**src/hdl/conditioner_cfg.svh**
```systemverilog
// Constants of the signal-conditioner configuration block.
// Assumes a single 40 MHz clock domain and an open-drain serial bus.
//
// Summary of operation
// - Threshold field bits 7:6, resets to 01.
// - Threshold codes 00/01/10 give 50/65/80 mV.
// - Bits 5:0 reserved, stored and read back.
// - Equalizer straps decode to 4-bit code.
// - Flat gain strap decodes R/F/0/1 to 00..11.
// - Swing strap decodes 0/1/F/R to 00..11.
`ifndef CONDITIONER_CFG_SVH
`define CONDITIONER_CFG_SVH

// Bus device address, value arbitrary
`define CFG_DEVICE_ADDR 7'h2A
`define CFG_CTRL_INDEX 8'h0C
`define CFG_CTRL_RESET 8'h70
`define CFG_THRESH_MSB 7
`define CFG_THRESH_LSB 6
`define CFG_RSVD_MSB 5
`define CFG_BYTE_BITS 4'h8
`define CFG_LAST_BIT 4'h7
`define CFG_IDLE_READ 8'h00

`endif

```
**src/hdl/conditioner_pkg.sv**
```systemverilog
// Types shared by the configuration block and its bench.
// Assumes the strap front end reports one of four levels per pin.
package conditioner_pkg;

  typedef enum logic [1:0] {
    LEVEL_0,
    LEVEL_1,
    LEVEL_F,
    LEVEL_R
  } strap_level_type;

  typedef struct packed {
    strap_level_type equalizerStrapHigh;
    strap_level_type equalizerStrapLow;
    strap_level_type flatGainStrap;
    strap_level_type outputSwingStrap;
  } strap_levels_type;

  typedef struct packed {
    logic [1:0] signalDetectThreshold;
    logic [5:0] reservedBits;
    logic [3:0] equalizerCode;
    logic [1:0] flatGainCode;
    logic [1:0] outputSwingCode;
  } settings_type;

endpackage : conditioner_pkg
```
**src/hdl/conditioner_config.sv**
```systemverilog
// Control byte behind an open-drain serial slave, plus strap decoding.
// Assumes scl/sda and strap levels arrive asynchronously to clk.
`include "conditioner_cfg.svh"

module conditioner_config import conditioner_pkg::*; (
  // Clock and reset
  input wire logic clk,
  input wire logic reset_n,
  // Serial bus pins
  input wire logic scl,
  input wire logic sdaIn,
  output logic sdaOut,
  output logic sdaOe,
  // Strap pins
  input strap_levels_type straps,
  // Settings to the analog side
  output settings_type settings
);

  typedef enum logic [2:0] {
    IDLE,
    ADDR,
    ADDR_ACK,
    INDEX,
    WDATA,
    RX_ACK,
    TX,
    TX_ACK
  } bus_state_type;

  //////////////////////////////////////////////////////////////////////////
  // Decoders

  function automatic logic [3:0] eqDecode(strap_level_type hi,
                                          strap_level_type lo);
    logic [3:0] code;
    code = 4'h0;
    unique case ({hi, lo})
      {LEVEL_0, LEVEL_F}: code = 4'h0;
      {LEVEL_0, LEVEL_1}: code = 4'h1;
      {LEVEL_0, LEVEL_0}: code = 4'h2;
      {LEVEL_0, LEVEL_R}: code = 4'h3;
      {LEVEL_R, LEVEL_1}: code = 4'h4;
      {LEVEL_R, LEVEL_F}: code = 4'h5;
      {LEVEL_R, LEVEL_R}: code = 4'h6;
      {LEVEL_R, LEVEL_0}: code = 4'h7;
      {LEVEL_F, LEVEL_0}: code = 4'h8;
      {LEVEL_F, LEVEL_R}: code = 4'h9;
      {LEVEL_F, LEVEL_F}: code = 4'hA;
      {LEVEL_F, LEVEL_1}: code = 4'hB;
      {LEVEL_1, LEVEL_R}: code = 4'hC;
      {LEVEL_1, LEVEL_0}: code = 4'hD;
      {LEVEL_1, LEVEL_1}: code = 4'hE;
      {LEVEL_1, LEVEL_F}: code = 4'hF;
    endcase
    return code;
  endfunction : eqDecode

  function automatic logic [1:0] gainDecode(strap_level_type lvl);
    logic [1:0] code;
    code = 2'h1;
    unique case (lvl)
      LEVEL_R: code = 2'h0;
      LEVEL_F: code = 2'h1;
      LEVEL_0: code = 2'h2;
      LEVEL_1: code = 2'h3;
    endcase
    return code;
  endfunction : gainDecode

  function automatic logic [1:0] swingDecode(strap_level_type lvl);
    logic [1:0] code;
    code = 2'h1;
    unique case (lvl)
      LEVEL_0: code = 2'h0;
      LEVEL_1: code = 2'h1;
      LEVEL_F: code = 2'h2;
      LEVEL_R: code = 2'h3;
    endcase
    return code;
  endfunction : swingDecode

  function automatic logic [7:0] readByte(logic [7:0] index,
                                          logic [7:0] ctrl);
    return (index == `CFG_CTRL_INDEX) ? ctrl : `CFG_IDLE_READ;
  endfunction : readByte

  //////////////////////////////////////////////////////////////////////////
  // Synchronisers

  logic [2:0] sclSync;
  logic [2:0] sdaSync;
  strap_levels_type strapMeta;
  strap_levels_type strapSync;

  always_ff @(posedge clk or negedge reset_n) begin
    if (!reset_n) begin
      sclSync <= 3'h7;
      sdaSync <= 3'h7;
      strapMeta <= '0;
      strapSync <= '0;
    end else begin
      sclSync <= {sclSync[1:0], scl};
      sdaSync <= {sdaSync[1:0], sdaIn};
      strapMeta <= straps;
      strapSync <= strapMeta;
    end
  end

  // Edge terms look only at stages 1 and 2, never the first stage
  logic sclRise;
  logic sclFall;
  logic startSeen;
  logic stopSeen;
  logic sdaBit;

  assign sclRise = sclSync[1] && !sclSync[2];
  assign sclFall = !sclSync[1] && sclSync[2];
  assign startSeen = sclSync[1] && sclSync[2] && !sdaSync[1] && sdaSync[2];
  assign stopSeen = sclSync[1] && sclSync[2] && sdaSync[1] && !sdaSync[2];
  assign sdaBit = sdaSync[1];

  //////////////////////////////////////////////////////////////////////////
  // Bus slave and control byte

  bus_state_type state;
  bus_state_type next_state;
  logic [3:0] bitCount;
  logic [3:0] next_bitCount;
  logic [7:0] shiftReg;
  logic [7:0] next_shiftReg;
  logic [7:0] pointer;
  logic [7:0] next_pointer;
  logic [7:0] ctrlReg;
  logic [7:0] next_ctrlReg;
  logic isRead;
  logic next_isRead;
  logic nacked;
  logic next_nacked;

  always_comb begin
    next_state = state;
    next_bitCount = bitCount;
    next_shiftReg = shiftReg;
    next_pointer = pointer;
    next_ctrlReg = ctrlReg;
    next_isRead = isRead;
    next_nacked = nacked;
    if (startSeen) begin
      next_state = ADDR;
      next_bitCount = 4'h0;
    end else if (stopSeen) begin
      next_state = IDLE;
    end else begin
      unique case (state)
        IDLE: begin
        end
        ADDR, INDEX, WDATA: begin
          if (sclRise && bitCount < `CFG_BYTE_BITS) begin
            next_shiftReg = {shiftReg[6:0], sdaBit};
            next_bitCount = bitCount + 4'h1;
          end else if (sclFall && bitCount == `CFG_BYTE_BITS) begin
            next_state = RX_ACK;
            if (state == ADDR) begin
              next_isRead = shiftReg[0];
              next_state = (shiftReg[7:1] == `CFG_DEVICE_ADDR) ?
                           ADDR_ACK : IDLE;
            end else if (state == INDEX) begin
              next_pointer = shiftReg;
            end else begin
              if (pointer == `CFG_CTRL_INDEX) begin
                next_ctrlReg = shiftReg;
              end
              next_pointer = pointer + 8'h01;
            end
          end
        end
        ADDR_ACK: begin
          if (sclFall) begin
            next_bitCount = 4'h0;
            if (isRead) begin
              next_shiftReg = readByte(pointer, ctrlReg);
              next_pointer = pointer + 8'h01;
              next_state = TX;
            end else begin
              next_state = INDEX;
            end
          end
        end
        RX_ACK: begin
          if (sclFall) begin
            next_bitCount = 4'h0;
            next_state = WDATA;
          end
        end
        TX: begin
          if (sclFall) begin
            if (bitCount == `CFG_LAST_BIT) begin
              next_state = TX_ACK;
            end else begin
              next_shiftReg = {shiftReg[6:0], 1'b0};
              next_bitCount = bitCount + 4'h1;
            end
          end
        end
        TX_ACK: begin
          if (sclRise) begin
            next_nacked = sdaBit;
          end else if (sclFall) begin
            next_bitCount = 4'h0;
            if (nacked) begin
              next_state = IDLE;
            end else begin
              next_shiftReg = readByte(pointer, ctrlReg);
              next_pointer = pointer + 8'h01;
              next_state = TX;
            end
          end
        end
      endcase
    end
  end

  always_ff @(posedge clk or negedge reset_n) begin
    if (!reset_n) begin
      state <= IDLE;
      bitCount <= 4'h0;
      shiftReg <= 8'h00;
      pointer <= 8'h00;
      ctrlReg <= `CFG_CTRL_RESET;
      isRead <= 1'b0;
      nacked <= 1'b0;
    end else begin
      state <= next_state;
      bitCount <= next_bitCount;
      shiftReg <= next_shiftReg;
      pointer <= next_pointer;
      ctrlReg <= next_ctrlReg;
      isRead <= next_isRead;
      nacked <= next_nacked;
    end
  end

  // Open drain: only ever pulls low
  assign sdaOut = 1'b0;
  assign sdaOe = (state == ADDR_ACK) || (state == RX_ACK) ||
                 ((state == TX) && !shiftReg[7]);

  //////////////////////////////////////////////////////////////////////////
  // Settings to the analog side

  settings_type next_settings;

  always_comb begin
    // Threshold code drives the detector directly; 11 is not filtered
    next_settings.signalDetectThreshold =
      ctrlReg[`CFG_THRESH_MSB:`CFG_THRESH_LSB];
    next_settings.reservedBits = ctrlReg[`CFG_RSVD_MSB:0];
    next_settings.equalizerCode = eqDecode(strapSync.equalizerStrapHigh,
      strapSync.equalizerStrapLow);
    next_settings.flatGainCode = gainDecode(strapSync.flatGainStrap);
    next_settings.outputSwingCode = swingDecode(strapSync.outputSwingStrap);
  end

  always_ff @(posedge clk or negedge reset_n) begin
    if (!reset_n) begin
      settings <= '0;
    end else begin
      settings <= next_settings;
    end
  end

endmodule : conditioner_config

```
**config.mk**
```make
export PLATFORM = sky130hd
export DESIGN_NAME = conditioner_config
export DESIGN_NICKNAME = d
export VERILOG_FILES = /design/src/hdl/conditioner_pkg.sv /design/src/hdl/conditioner_config.sv
export VERILOG_INCLUDE_DIRS = /design/src /design/src/hdl
export SDC_FILE = /design/constraint.sdc
export NUM_CORES = 1
export LEC_CHECK = 0
export BUFFER_PORTS_ARGS = -buffer_cell sky130_fd_sc_hd__buf_2
export CAP_MARGIN = 25
export CORE_MARGIN = 10
export CORE_UTILIZATION = 50
export CTS_BUF_LIST = sky130_fd_sc_hd__clkbuf_8
export DETAILED_ROUTE_END_ITERATION = 10
export PLACE_DENSITY = 0.8
export SLEW_MARGIN = 20
export SYNTH_ARGS = -nofsm -noshare
export SYNTH_HDL_FRONTEND = slang
export SYNTH_SLANG_ARGS = --single-unit
```
**constraint.sdc**
```tcl
create_clock -name clk -period 6.2 [get_ports clk]
set_clock_uncertainty 0.15 [all_clocks]
set_input_delay 0.62 -clock clk [delete_from_list [all_inputs] [get_ports clk]]
set_output_delay 0.62 -clock clk [all_outputs]
set_load 0.1 [all_outputs]
```
== Word level (Yosys, flattened, before mapping) ==
Memory sizes are Yosys's and may differ from the RTL's. A register that Yosys moved wholly into a read port is not among the register bits.
Cells that the tools add are included.

* Memories: 1
* Output and inout port bits: 18
* Bits in read-only memories: 64
* Logic and storage cells: 149
* Input port bits: 12
* Register bits: 67

{| class="wikitable"
|+ Memories
! name !! words !! width !! rd ports !! clocked after Yosys merged registers in !! wr ports !! line !! text
|-
| (name not given) || 16 || 4 || 1 || 1 || 0 || conditioner_config.sv:38 || <nowiki>unique case ({hi, lo})</nowiki>
|}

* Reductions and logical operators: 33
* Bitwise operators: 5
* Mux-type cells: 45
* Order comparisons: 1
* Add/sub/neg operators: 2
* Eq/ne operators: 41

{| class="wikitable"
|+ Operators with widths
! kind !! number
|-
| two-way mux 8 bit || 18
|-
| two-way mux 3 bit || 13
|-
| != test 4 bit, second input constant || 8
|-
| one-hot mux 8 bit (4 select lines) || 1
|-
| two-way mux 4 bit || 7
|-
| != test 2 bit, second input constant || 12
|-
| one-hot mux 8 bit (3 select lines) || 1
|-
| AND reduction 11 bit || 2
|-
| one-hot mux 2 bit (4 select lines) || 2
|-
| one-hot mux 4 bit (4 select lines) || 1
|-
| one-hot mux 3 bit (5 select lines) || 1
|-
| == test 3 bit, second input constant || 4
|-
| != test 3 bit, second input constant || 4
|-
| AND reduction 6 bit || 2
|-
| logical AND 1 bit || 10
|-
| AND reduction 9 bit || 1
|-
| adder 8 x 1 -> 8 bit, second input constant || 1
|-
| == test 2 bit, second input constant || 4
|-
| == test 8 x 4 -> 1 bit, second input constant || 1
|-
| AND reduction 8 bit || 1
|-
| == test 7 x 6 -> 1 bit, second input constant || 1
|-
| nonzero test 7 bit || 1
|-
| == test 3 x 2 -> 1 bit, second input constant || 2
|-
| logical NOT 1 bit || 6
|-
| other kinds (16) || 23
|}

== Longest topological paths before layout ==
Gate-level depths: netlist of run 1.

* Word-level depth: 8
* Gate-level depth with buffers: 8
* Depth with buffers taken out: 7

== Least setup slack after synthesis of run 1 ==
Ideal clock, no wire load.

* Kind: reg2out
* Start point: reg state[1]
* End point: out sdaOe
* Stages on the path, launching flop included: 3
* Required time: 5.430 ns
* Slack: 2.762 ns
* Arrival: 2.668 ns
* Path buffers: 0
* Cells stage by stage: dfrtp_1 nand2b_1 o21ai_0

* Cells in the longest elaborated chain, start to end: 3
* Elaborated cells on any way between the ends: 6
* Classes of those cells: 3 x eq/ne; 3 x reduce/logical

{| class="wikitable"
|+ Ends and longest elaborated chain
! what !! line !! text
|-
| start, declared || conditioner_config.sv:126 || <nowiki>bus_state_type state;</nowiki>
|-
| start signal, assigned || conditioner_config.sv:234 || <nowiki>state <= next_state;</nowiki>
|-
| == test 3 x 2 -> 1 bit, or another cell as far along || conditioner_config.sv:246 || <nowiki>assign sdaOe = (state == ADDR_ACK) || (state == RX_ACK) ||</nowiki>
|-
| logical OR 1 bit / logical AND 1 bit (equally long branches) || conditioner_config.sv:246, conditioner_config.sv:247 ||
|-
| logical OR 1 bit (*) || conditioner_config.sv:246 ||
|-
| end, declared || conditioner_config.sv:13 || <nowiki>output logic sdaOe,</nowiki>
|}

Every way passes the cells marked *; elsewhere a longest branch is shown, timed or not.

== Worst setup path after layout of run 1 ==
Same ends and word-level chain as after synthesis.

==> results.py, run 1 <==
metrics = {
    "outcome": {
        "status": "complete, no violations",
    },
    "worst_setup_path": {
        "cpPeakStageDelay_ps": 810,
        "start_kind": "register",
        "critical_path_required_ps": 5430,
        "worstRegToRegCells": 7,
        "worst_path_max_delay_cell": "dfrtp_1",
        "path_class": "reg2out",
        "crit_path_cell_trace": "nor2b_1 > nand2_1 > o21ai_0 > buf_2",
        "critPathMaxFanout": 25,
        "crit_path_end_kind": "output pin",
        "arrival_ps": 2080,
    },
    "power": {
        "leakage_nw": 1.67,
        "power_density_mw_per_mm2": 319,
        "p_comb_share_pct": 15.7,
        "p_clk_share_pct": 35.8,
        "peakVddDrop_mv": 0.220,
        "switching_share_pct": 29.2,
        "power_frac_seq_pct": 48.5,
        "p_sw_w": 0.000340,
        "internal_power_w": 0.000822,
    },
    "cells_and_area": {
        "area_delta_synth_final_pct": 12.2,
        "drive_above_1_share_pct": 29.2,
        "instances_no_fill": 382,
        "antenna_cells": 0,
        "fillers": 537,
        "nets": 320,
    },
    "synth": {
        "synth_area_leader_cell": "dfrtp_1",
        "synth_area_per_cell_um2": 11.9,
        "ys_warn_count": 0,
        "synth_nets": 292,
        "synthTopCellsByArea": "dfrtp_1, dfstp_2, mux2_2",
        "yosysSeqAreaShare_pct": 55.2,
        "yosysTopAreaCellShare_pct": 47.9,
        "synth_seq_cells": 71,
        "async_flop_share_pct": 100,
        "synth_cell_types": 63,
        "netlist_area_mm2": 0.00324,
        "ys.flop_type": "dfrtp_1",
        "postSynthCellCount": 272,
        "synth-edff-count": 0,
    },
    "sta": {
        "fin_crit_sh_pct": 46.0,
        "rsz0062_at_grt": "false",
        "worst_pin_slew_ps": 862,
        "report.final.slew_viol_count": 0,
        "setup-tns-final_ps": 0,
        "fmax_mhz": 350,
        "setup_viol": 0,
        "hold_ws_ps": 198,
        "timing_hold_violations_final": 0,
        "period_minus_slack_ps": 2850,
        "setup_ws_ps": 3350,
        "slew_headroom_pct": 42.5,
    },
    "grt": {
        "grt_usage_pct": 12.8,
        "grt_pass1_vias": 2185,
        "antenna_found_initial": 0,
        "grt-ovfl-total": 0,
        "grt_pass1_wl_mm": 10.5,
        "grt_max_degree": 72,
    },
    "place": {
        "port_buffers": 28,
        "pre_cts_ws_ps": 3710,
        "dp_hpwl_mm": 4.38,
        "routabilityCongestion": 0.905,
        "dp.cells": 366,
    },
    "die": {
        "die-height_um": 101,
        "coreArea_mm2": 0.00631,
        "core.rowCount": 29,
        "die_area_mm2": 0.0101,
        "die_w_um": 101,
        "initial_utilization_pct": 51.3,
        "ioPinCount": 30,
    },
    "clock_network": {
        "cts_hold_buf": 0,
        "cts_tree": "yes",
        "post_cts_buffers": 0,
        "cts-resized-gates": 0,
        "cts_buffers": 9,
        "clock_path_buffers": 2,
        "clk_pin_slew_ps": 80,
        "htree_levels": 3,
        "clk_latency_ps": 340,
        "cts_sinks": 71,
        "root_buffer": "clkbuf_8",
    },
    "detailed_routing": {
        "finalWirelength_mm": 6.31,
        "via_per_inst": 5.71,
        "drc": 0,
        "drtIter0Drc": 204,
        "final_antenna_net_count": 0,
        "vias": 2183,
        "wl_per_cell_um": 16.5,
        "firstDrtPassIters": 5,
    },
    "run": {
        "drv_cap": 0,
    },
    "hold_path": {
        "min_path_type": "reg2reg",
        "min_path_cells": 0,
    },
}
## stage by stage
| stage | utilization (%) | instance area [um^2] | total power (W) |
|---|---|---|---|
| finish | 57.6 | 3640 | 0.00116 |
| detailed placement | 54.0 | 3410 | 0.000752 |
| global route | 57.6 | 3640 | 0.00121 |
| floorplan | - | 3240 | 0.000700 |
| global placement | 54.0 | 3410 | 0.000739 |
| CTS | 57.6 | 3640 | 0.00117 |
## synth_stat cells, drive strengths merged (3+ instances only)
cell type and instances:
nand4b 5, nor3b 3, and3 3, nand2 14
nor3 6, buf 9, nor2 16, nand2b 4
a22o 9, a21oi 9, ha 8, o22ai 3
mux2 20, clkbuf 3, dfstp 9, nand3b 3
nor4 3, nand3 10, inv 13, dfrtp 62
o21ai 14, a31oi 8
## worst paths after layout
| kind | startpoint | end | slack [ps] |
|---|---|---|---|
| max | state[1] | sdaOe | 3350 |
| min | strapMeta[4] | strapSync[4] | 200 |
| max reg2reg | pointer[0] | ctrlReg[7] | 3700 |
| min reg2reg | strapMeta[4] | strapSync[4] | 200 |
| max in group asynchronous | reset_n | state[2] | 5010 |
| min in group asynchronous | reset_n | settings[11] | 320 |
## power by group through the flow
stage / combinational (W) / clock [W] / sequential, W
3_3_place_gp: 0.000173 / 0 / 0.000565
2_1_floorplan: 0.000118 / 0 / 0.000582
5_1_grt: 0.000198 / 0.000447 / 0.000568
4_1_cts: 0.000184 / 0.000427 / 0.000561
3_5_place_dp: 0.000183 / 0 / 0.000569
6_report: 0.000182 / 0.000416 / 0.000563
## critical path: cells and delay by family, from the launching register on
kind,cells,cell delay [ps]
buffers and inverters,1,450
and+or+nand+nor,2,420
AOI/OAI and AO/OA,1,70
DFF,1,810
## placed cells by master, fill, tap and decap left out, types with 3 or more instances in the layout
cell / synthesis / final
dfrtp_1: 62 / 62
buf_2: 4 / 28
nor2_1: 15 / 15
nand2_1: 14 / 14
inv_1: 13 / 13
o21ai_0: 13 / 13
mux2_2: 12 / 12
clkbuf_8: 0 / 10
a22o_1: 9 / 9
dfstp_2: 9 / 9
a21oi_1: 8 / 8
nand3_1: 8 / 8
mux2_4: 8 / 8
ha_1: 8 / 8
a31oi_1: 7 / 7
nor3_1: 6 / 6
nand4b_1: 5 / 5
nand2b_1: 4 / 4
nand3b_1: 3 / 3
o22ai_1: 3 / 3
## logic make-up (layout without fill, tap and decap cells)
kind of cell / after synthesis / in the layout / share of synthesized area (%)
multiplexers: 22 / 22 / 8.49
AND/OR/NAND/NOR: 77 / 77 / 13.8
flip-flops: 71 / 71 / 55.2
adder cells (fa/ha/maj): 9 / 9 / 3.40
XOR/XNOR: 3 / 3 / 0.811
buffers and inverters: 25 / 58 / 3.86
AO/OA/AOI/OAI: 64 / 64 / 14.4
other: 1 / 1 / 0.116
## registers in the layout, summed over array words and instances, names as in the netlist
signal	flops
pointer	8
bitCount	4
state	3
ctrlReg	8
sdaSync	3
strapMeta	8
nacked	1
strapSync	8
shiftReg	8
settings	16
sclSync	3
isRead	1
## metal layers
layer / up-vias / wire [um] / global-route usage [%]
met5: - / 0 / 0
met4: 0 / 76 / 5.33
li1: 1042 / - / -
met3: 10 / 379 / 3.77
met2: 71 / 3190 / 21.4
met1: 1060 / 2660 / 15.1
## area by class of cell
class	count	area, um^2	share of cell area, %
Multi-Input combinational cell	176	1330	36.5
Inverter	13	48.8	1.34
Tap cell	77	96.3	2.65
Clock inverter	6	91.3	2.51
Clock buffer	10	138	3.78
Timing Repair Buffer	29	148	4.06
Sequential cell	71	1790	49.1
Power figures use the tool's default switching activity.
==> inputs of run 2 (changes only) <==
- ABC_AREA: default -> 1
- PLACE_DENSITY: 0.8 -> 0.83
- clock period: 6.2 -> 2.5 ns (I/O delays scaled with it)
==> run 2 against run 1 <==
Core utilization up 3.1 points. Hold slack better by 3.5 ps. Setup slack worse by 3100 ps. Synthesized area up 2.4%. Wire length up 11%. Synthesized cell count up 43%. First-iteration DRC count up 8.3%. Critical endpoint unchanged. Largest cell class unchanged.
==> results.py, run 2 <==
metrics = {
    "outcome": {
        "status": "complete, no violations",
    },
    "synth": {
        "synth-edff-count": 0,
        "yosysTopAreaCellShare_pct": 46.7,
        "ys_warn_count": 0,
        "yosysSeqAreaShare_pct": 53.8,
        "async_flop_share_pct": 100,
        "postSynthCellCount": 389,
        "synth_seq_cells": 71,
        "synth.most_common_cell": "nand2_1",
        "synth_nets": 409,
        "synth_area_leader_cell": "dfrtp_1",
        "synth_commonest_cells": "nand2_1, dfrtp_1, nand3_1, inv_1, nor2_1",
        "netlist_area_mm2": 0.00332,
        "synthTopCellsByArea": "dfrtp_1, nand2_1, nand3_1",
        "synth_area_per_cell_um2": 8.54,
        "ys.flop_type": "dfrtp_1",
        "synth_cell_types": 31,
    },
    "die": {
        "ioPinCount": 30,
        "coreArea_mm2": 0.00639,
        "die_area_mm2": 0.0103,
        "core.rowCount": 29,
        "die-height_um": 101,
        "initial_utilization_pct": 52.0,
        "die_w_um": 101,
    },
    "place": {
        "pre_cts_ws_ps": 473,
        "port_buffers": 28,
        "placed_area_mm2": 0.00354,
        "dp_hpwl_mm": 4.91,
        "routabilityCongestion": 0.943,
    },
    "power": {
        "leakage_nw": 2.09,
        "total_power_w": 0.00393,
        "peakVddDrop_mv": 0.693,
        "power_density_mw_per_mm2": 1010,
    },
    "cells_and_area": {
        "final_common_cell": "nand2_1",
        "nets": 453,
        "regMostFlops": "settings",
        "design_area_mm2": 0.00388,
        "layout_common_cells": "nand2_1, dfrtp_1, nand3_1",
        "largest_reg_flops": 16,
        "drive_above_1_share_pct": 18.9,
        "fillers": 538,
        "post-route-util_pct": 60.7,
        "multi_input_area_mm2": 0.00133,
        "seqCellArea_mm2": 0.00179,
        "antenna_cells": 0,
        "area_delta_synth_final_pct": 16.7,
    },
    "sta": {
        "setup_viol": 0,
        "setup_ws_ps": 254,
        "rsz0062_at_grt": "false",
        "timing_hold_violations_final": 0,
        "period_minus_slack_ps": 2250,
        "setup-tns-final_ps": 0,
        "report.final.slew_viol_count": 0,
        "fmax_mhz": 445,
        "fin_crit_sh_pct": 89.8,
        "slew_headroom_pct": 59.4,
        "worst_pin_slew_ps": 609,
    },
    "worst_setup_path": {
        "worstRegToRegCells": 8,
        "crit_path_end_kind": "output pin",
        "startpoint": "state[1]",
        "path_class": "reg2out",
        "r2r_start": "state[2]",
        "start_kind": "register",
        "arrival_ps": 1850,
        "critical_path_required_ps": 2100,
        "critPathMaxFanout": 14,
    },
    "clock_network": {
        "clk_pin_slew_ps": 80,
        "clock_path_buffers": 2,
        "post_cts_buffers": 0,
        "cts_tree": "yes",
        "htree_levels": 3,
        "cts_buffers": 9,
        "root_buffer": "clkbuf_8",
        "clk_latency_ps": 360,
        "cts_sinks": 71,
    },
    "detailed_routing": {
        "final_antenna_net_count": 0,
        "via_per_inst": 5.32,
        "drc": 0,
        "firstDrtPassIters": 5,
        "finalWirelength_mm": 7.00,
        "vias": 2742,
        "wl_per_cell_um": 13.6,
        "drtIter0Drc": 221,
    },
    "grt": {
        "grt_max_degree": 46,
        "antenna_found_initial": 0,
        "grt_usage_pct": 14.5,
        "grt_pass1_vias": 2653,
        "grt-ovfl-total": 0,
        "grt_pass1_wl_mm": 12.1,
    },
    "run": {
        "drv_cap": 0,
    },
    "hold_path": {
        "hp-start": "strapMeta[0]",
        "min_path_type": "reg2reg",
        "min_path_cells": 0,
    },
}
==> run 2: cell count changes after synthesis, sizes merged, moves of 6 or more <==
cell	change
nand3	+40
a22o	-9
nand4	+6
inv	+29
mux2	-20
nor2	+13
a31oi	-7
nand2	+133
a21oi	-7
==> run 2: final cells by class <==
class / instances / area share (%)
Tap cell: 77 / 2.49
Timing Repair Buffer: 40 / 6.97
Clock buffer: 10 / 3.55
Clock inverter: 6 / 2.36
Sequential cell: 71 / 46.2
Inverter: 42 / 4.07
Multi-Input combinational cell: 269 / 34.4
==> run 2: power by group <==
part / internal, W / total [W] / switching, W
clock: 0.000594 / 0.00104 / 0.000450
sequential: 0.00132 / 0.00150 / 0.000181
combinational: 0.000410 / 0.00139 / 0.000979
==> run 2: what timing repair did <==
action                                  in CTS  in global routing
endpoints found under the hold margin       30                  0
gates resized for setup                      0                  1
endpoints found under the setup margin       0                  1
hold buffers                                11                  0
==> run 2: path summary, 6_finish.rpt <==
check / to / slack [ps]
setup / recovery: sdaOe / 250
hold / removal: strapSync[0] / 200
setup reg to reg: shiftReg[0] / 600
hold reg to reg: strapSync[0] / 200
max in group asynchronous: ctrlReg[4] / 1190
min in group asynchronous: strapMeta[2] / 310
==> run 2: layer usage <==
layer	part of all wire (%)	routed length [um]	global-route usage [%]
met5	0	0	0
met4	2.2	153	7.29
met3	6.0	418	3.00
met2	50	3520	24.1
met1	42	2910	17.5
==> run 2: worst max-delay path: stages (launching register included) <==
cell and delay, ps:
dfrtp_2 550, nand2_1 140, nor2_2 140, inv_1 90, o221ai_2 130, buf_2 450
==> run 2: logic make-up after synthesis <==
group                    Yosys count  share of synthesized area [%]
other                              1                          0.113
AND/OR/NAND/NOR                  238                           32.1
AO/OA/AOI/OAI                     17                           3.39
XOR/XNOR                           5                           1.32
adder cells (fa/ha/maj)            8                           3.01
flip-flops                        71                           53.8
buffers and inverters             49                           6.18
==> run 2: through the flow <==
stage / hold slack, ps / std cells
floorplan: -196 / 389
global placement: 131 / 488
detailed placement: 143 / 488
CTS: 200 / 515
global route: 208 / 515
finish: 201 / 515
==> inputs of run 3 (changes only) <==
- CAP_MARGIN: 25 -> 0
- PLACE_DENSITY: 0.83 -> 0.8
- clock period: 2.5 -> 2.18 ns (I/O delays scaled with it)
==> run 3 against run 2 <==
First-iteration DRC count shrank 35%. Flip-flop and latch count is the same. Combinational power grew 15%. Die area is the same. Critical path depth grew 1. Sequential power grew 15%. Hold slack is essentially flat.
==> results.py, run 3 (same netlist as run 2, synthesis figures left out) <==
metrics = {
    "outcome": {
        "status": "complete, no violations",
    },
    "grt": {
        "grt_pass1_vias": 2615,
        "grt-ovfl-total": 0,
        "grt_usage_pct": 14.4,
        "grt_pass1_wl_mm": 11.8,
        "antenna_found_initial": 0,
        "grt_max_degree": 72,
    },
    "clock_network": {
        "cts_buffers": 9,
        "cts_tree": "yes",
        "cts_sinks": 71,
        "htree_levels": 3,
        "root_buffer": "clkbuf_8",
        "clk_pin_slew_ps": 70,
        "clock_path_buffers": 2,
        "clk_latency_ps": 350,
    },
    "worst_setup_path": {
        "arrival_ps": 1640,
        "r2r_start": "bitCount[0]",
        "worst_path_max_delay_cell": "dfrtp_2",
        "path_class": "reg2out",
        "r2r_end": "ctrlReg[1]",
        "start_kind": "register",
        "rrSetupSlack_ps": 300,
        "cpPeakStageDelay_ps": 450,
        "critPathMaxFanout": 7,
        "worstRegToRegCells": 9,
        "crit_path_cell_trace": "inv_2 > nand2_1 > nor2_2 > inv_1 > o221ai_2 > buf_12",
        "path_buf_inv": 3,
        "crit_path_end_kind": "output pin",
        "cp_top_family": "flip-flops",
        "critical_path_required_ps": 1810,
    },
    "cells_and_area": {
        "antenna_cells": 0,
        "layout_common_cells": "nand2_1, dfrtp_1, nand3_1",
        "largest_reg_flops": 16,
        "area_delta_synth_final_pct": 17.2,
        "drive_above_1_share_pct": 19.7,
        "nets": 456,
        "regMostFlops": "settings",
        "fillers": 519,
        "final_common_cell": "nand2_1",
    },
    "detailed_routing": {
        "wl_per_cell_um": 13.3,
        "final_antenna_net_count": 0,
        "vias": 2630,
        "via_per_inst": 5.08,
        "drc": 0,
        "firstDrtPassIters": 5,
        "finalWirelength_mm": 6.90,
        "drtIter0Drc": 144,
    },
    "die": {
        "coreArea_mm2": 0.00639,
        "die_w_um": 101,
        "die-height_um": 101,
        "ioPinCount": 30,
        "initial_utilization_pct": 52.0,
        "die_area_mm2": 0.0103,
        "core.rowCount": 29,
    },
    "sta": {
        "slew_headroom_pct": 61.3,
        "fmax_mhz": 499,
        "fin_crit_sh_pct": 92.0,
        "setup_ws_ps": 174,
        "period_minus_slack_ps": 2010,
        "setup-tns-final_ps": 0,
        "report.final.slew_viol_count": 0,
        "worst_pin_slew_ps": 578,
        "timing_hold_violations_final": 0,
        "setup_viol": 0,
        "rsz0062_at_grt": "false",
    },
    "hold_path": {
        "hp-start": "strapMeta[5]",
        "worstHoldEndpoint": "strapSync[5]",
        "min_path_type": "reg2reg",
        "min_path_cells": 0,
    },
    "run": {
        "drv_cap": 0,
    },
    "place": {
        "dp_hpwl_mm": 4.94,
        "port_buffers": 28,
        "routabilityCongestion": 0.871,
        "pre_cts_ws_ps": 277,
    },
    "power": {
        "leakage_nw": 2.09,
        "power_density_mw_per_mm2": 1130,
        "peakVddDrop_mv": 1.02,
    },
}
## run 3: cell count changes in the layout (fill, tap and decap cells not counted)
cell	previous run	this run
clkinv_4	2	1
dfrtp_1	61	60
buf_2	28	27
clkinvlp_4	0	2
buf_12	1	2
bufinv_16	2	1
dfrtp_2	1	2
buf_4	0	3
## run 3: how the worst max path moves through the flow
stage	start	endpoint	slack, ps	depth (start not counted)
6_report	state[0]	sdaOe	170	6
4_1_cts	state[0]	sdaOe	120	6
2_1_floorplan	state[0]	sdaOe	140	5
5_1_grt	state[0]	sdaOe	30	6
3_3_place_gp	state[1]	ctrlReg[0]	290	8
3_5_place_dp	state[1]	ctrlReg[0]	280	8
## run 3: through the flow
| stage | std cells | instance area (um^2) | power, W | hold slack, ps | util, % |
|---|---|---|---|---|---|
| 3_3_place_gp | 488 | 3550 | 0.00327 | 116 | 55.6 |
| 2_1_floorplan | 389 | 3330 | 0.00293 | -228 | - |
| 4_1_cts | 515 | 3870 | 0.00441 | 203 | 60.6 |
| 3_5_place_dp | 488 | 3550 | 0.00331 | 121 | 55.6 |
| 5_1_grt | 518 | 3890 | 0.00473 | 210 | 60.9 |
| 6_report | 518 | 3890 | 0.00439 | 201 | 60.9 |
## run 3: what timing repair did
action                                  in CTS  in global routing
gates resized for setup                      1                  1
hold endpoints to repair                    72                  0
setup buffers                                0                  3
endpoints found under the setup margin       1                  1
hold buffers                                11                  0
## run 3: power by group
group	switching (W)	internal (W)
Clock	0.000518	0.000563
Sequential	0.000205	0.00151
Combinational	0.00110	0.000498
Total	0.00182	0.00257
## run 3: layout make-up
class	instances	area, um^2	share of cell area [%]
clock buffer	10	138	3.54
clock inverter	6	67.6	1.74
inverter	42	158	4.05
multi-input combinational	269	1330	34.3
sequential	71	1790	46.0
tap	77	96.3	2.48
timing repair buffer	43	308	7.91
## run 3: metal layers
layer / vias up / global-route usage [%] / share of wire, %
li1: 1315 / - / -
met1: 1235 / 16.5 / 42
met2: 66 / 23.9 / 50
met3: 14 / 5.31 / 5.9
met4: 0 / 5.36 / 1.9
met5: - / 0 / 0
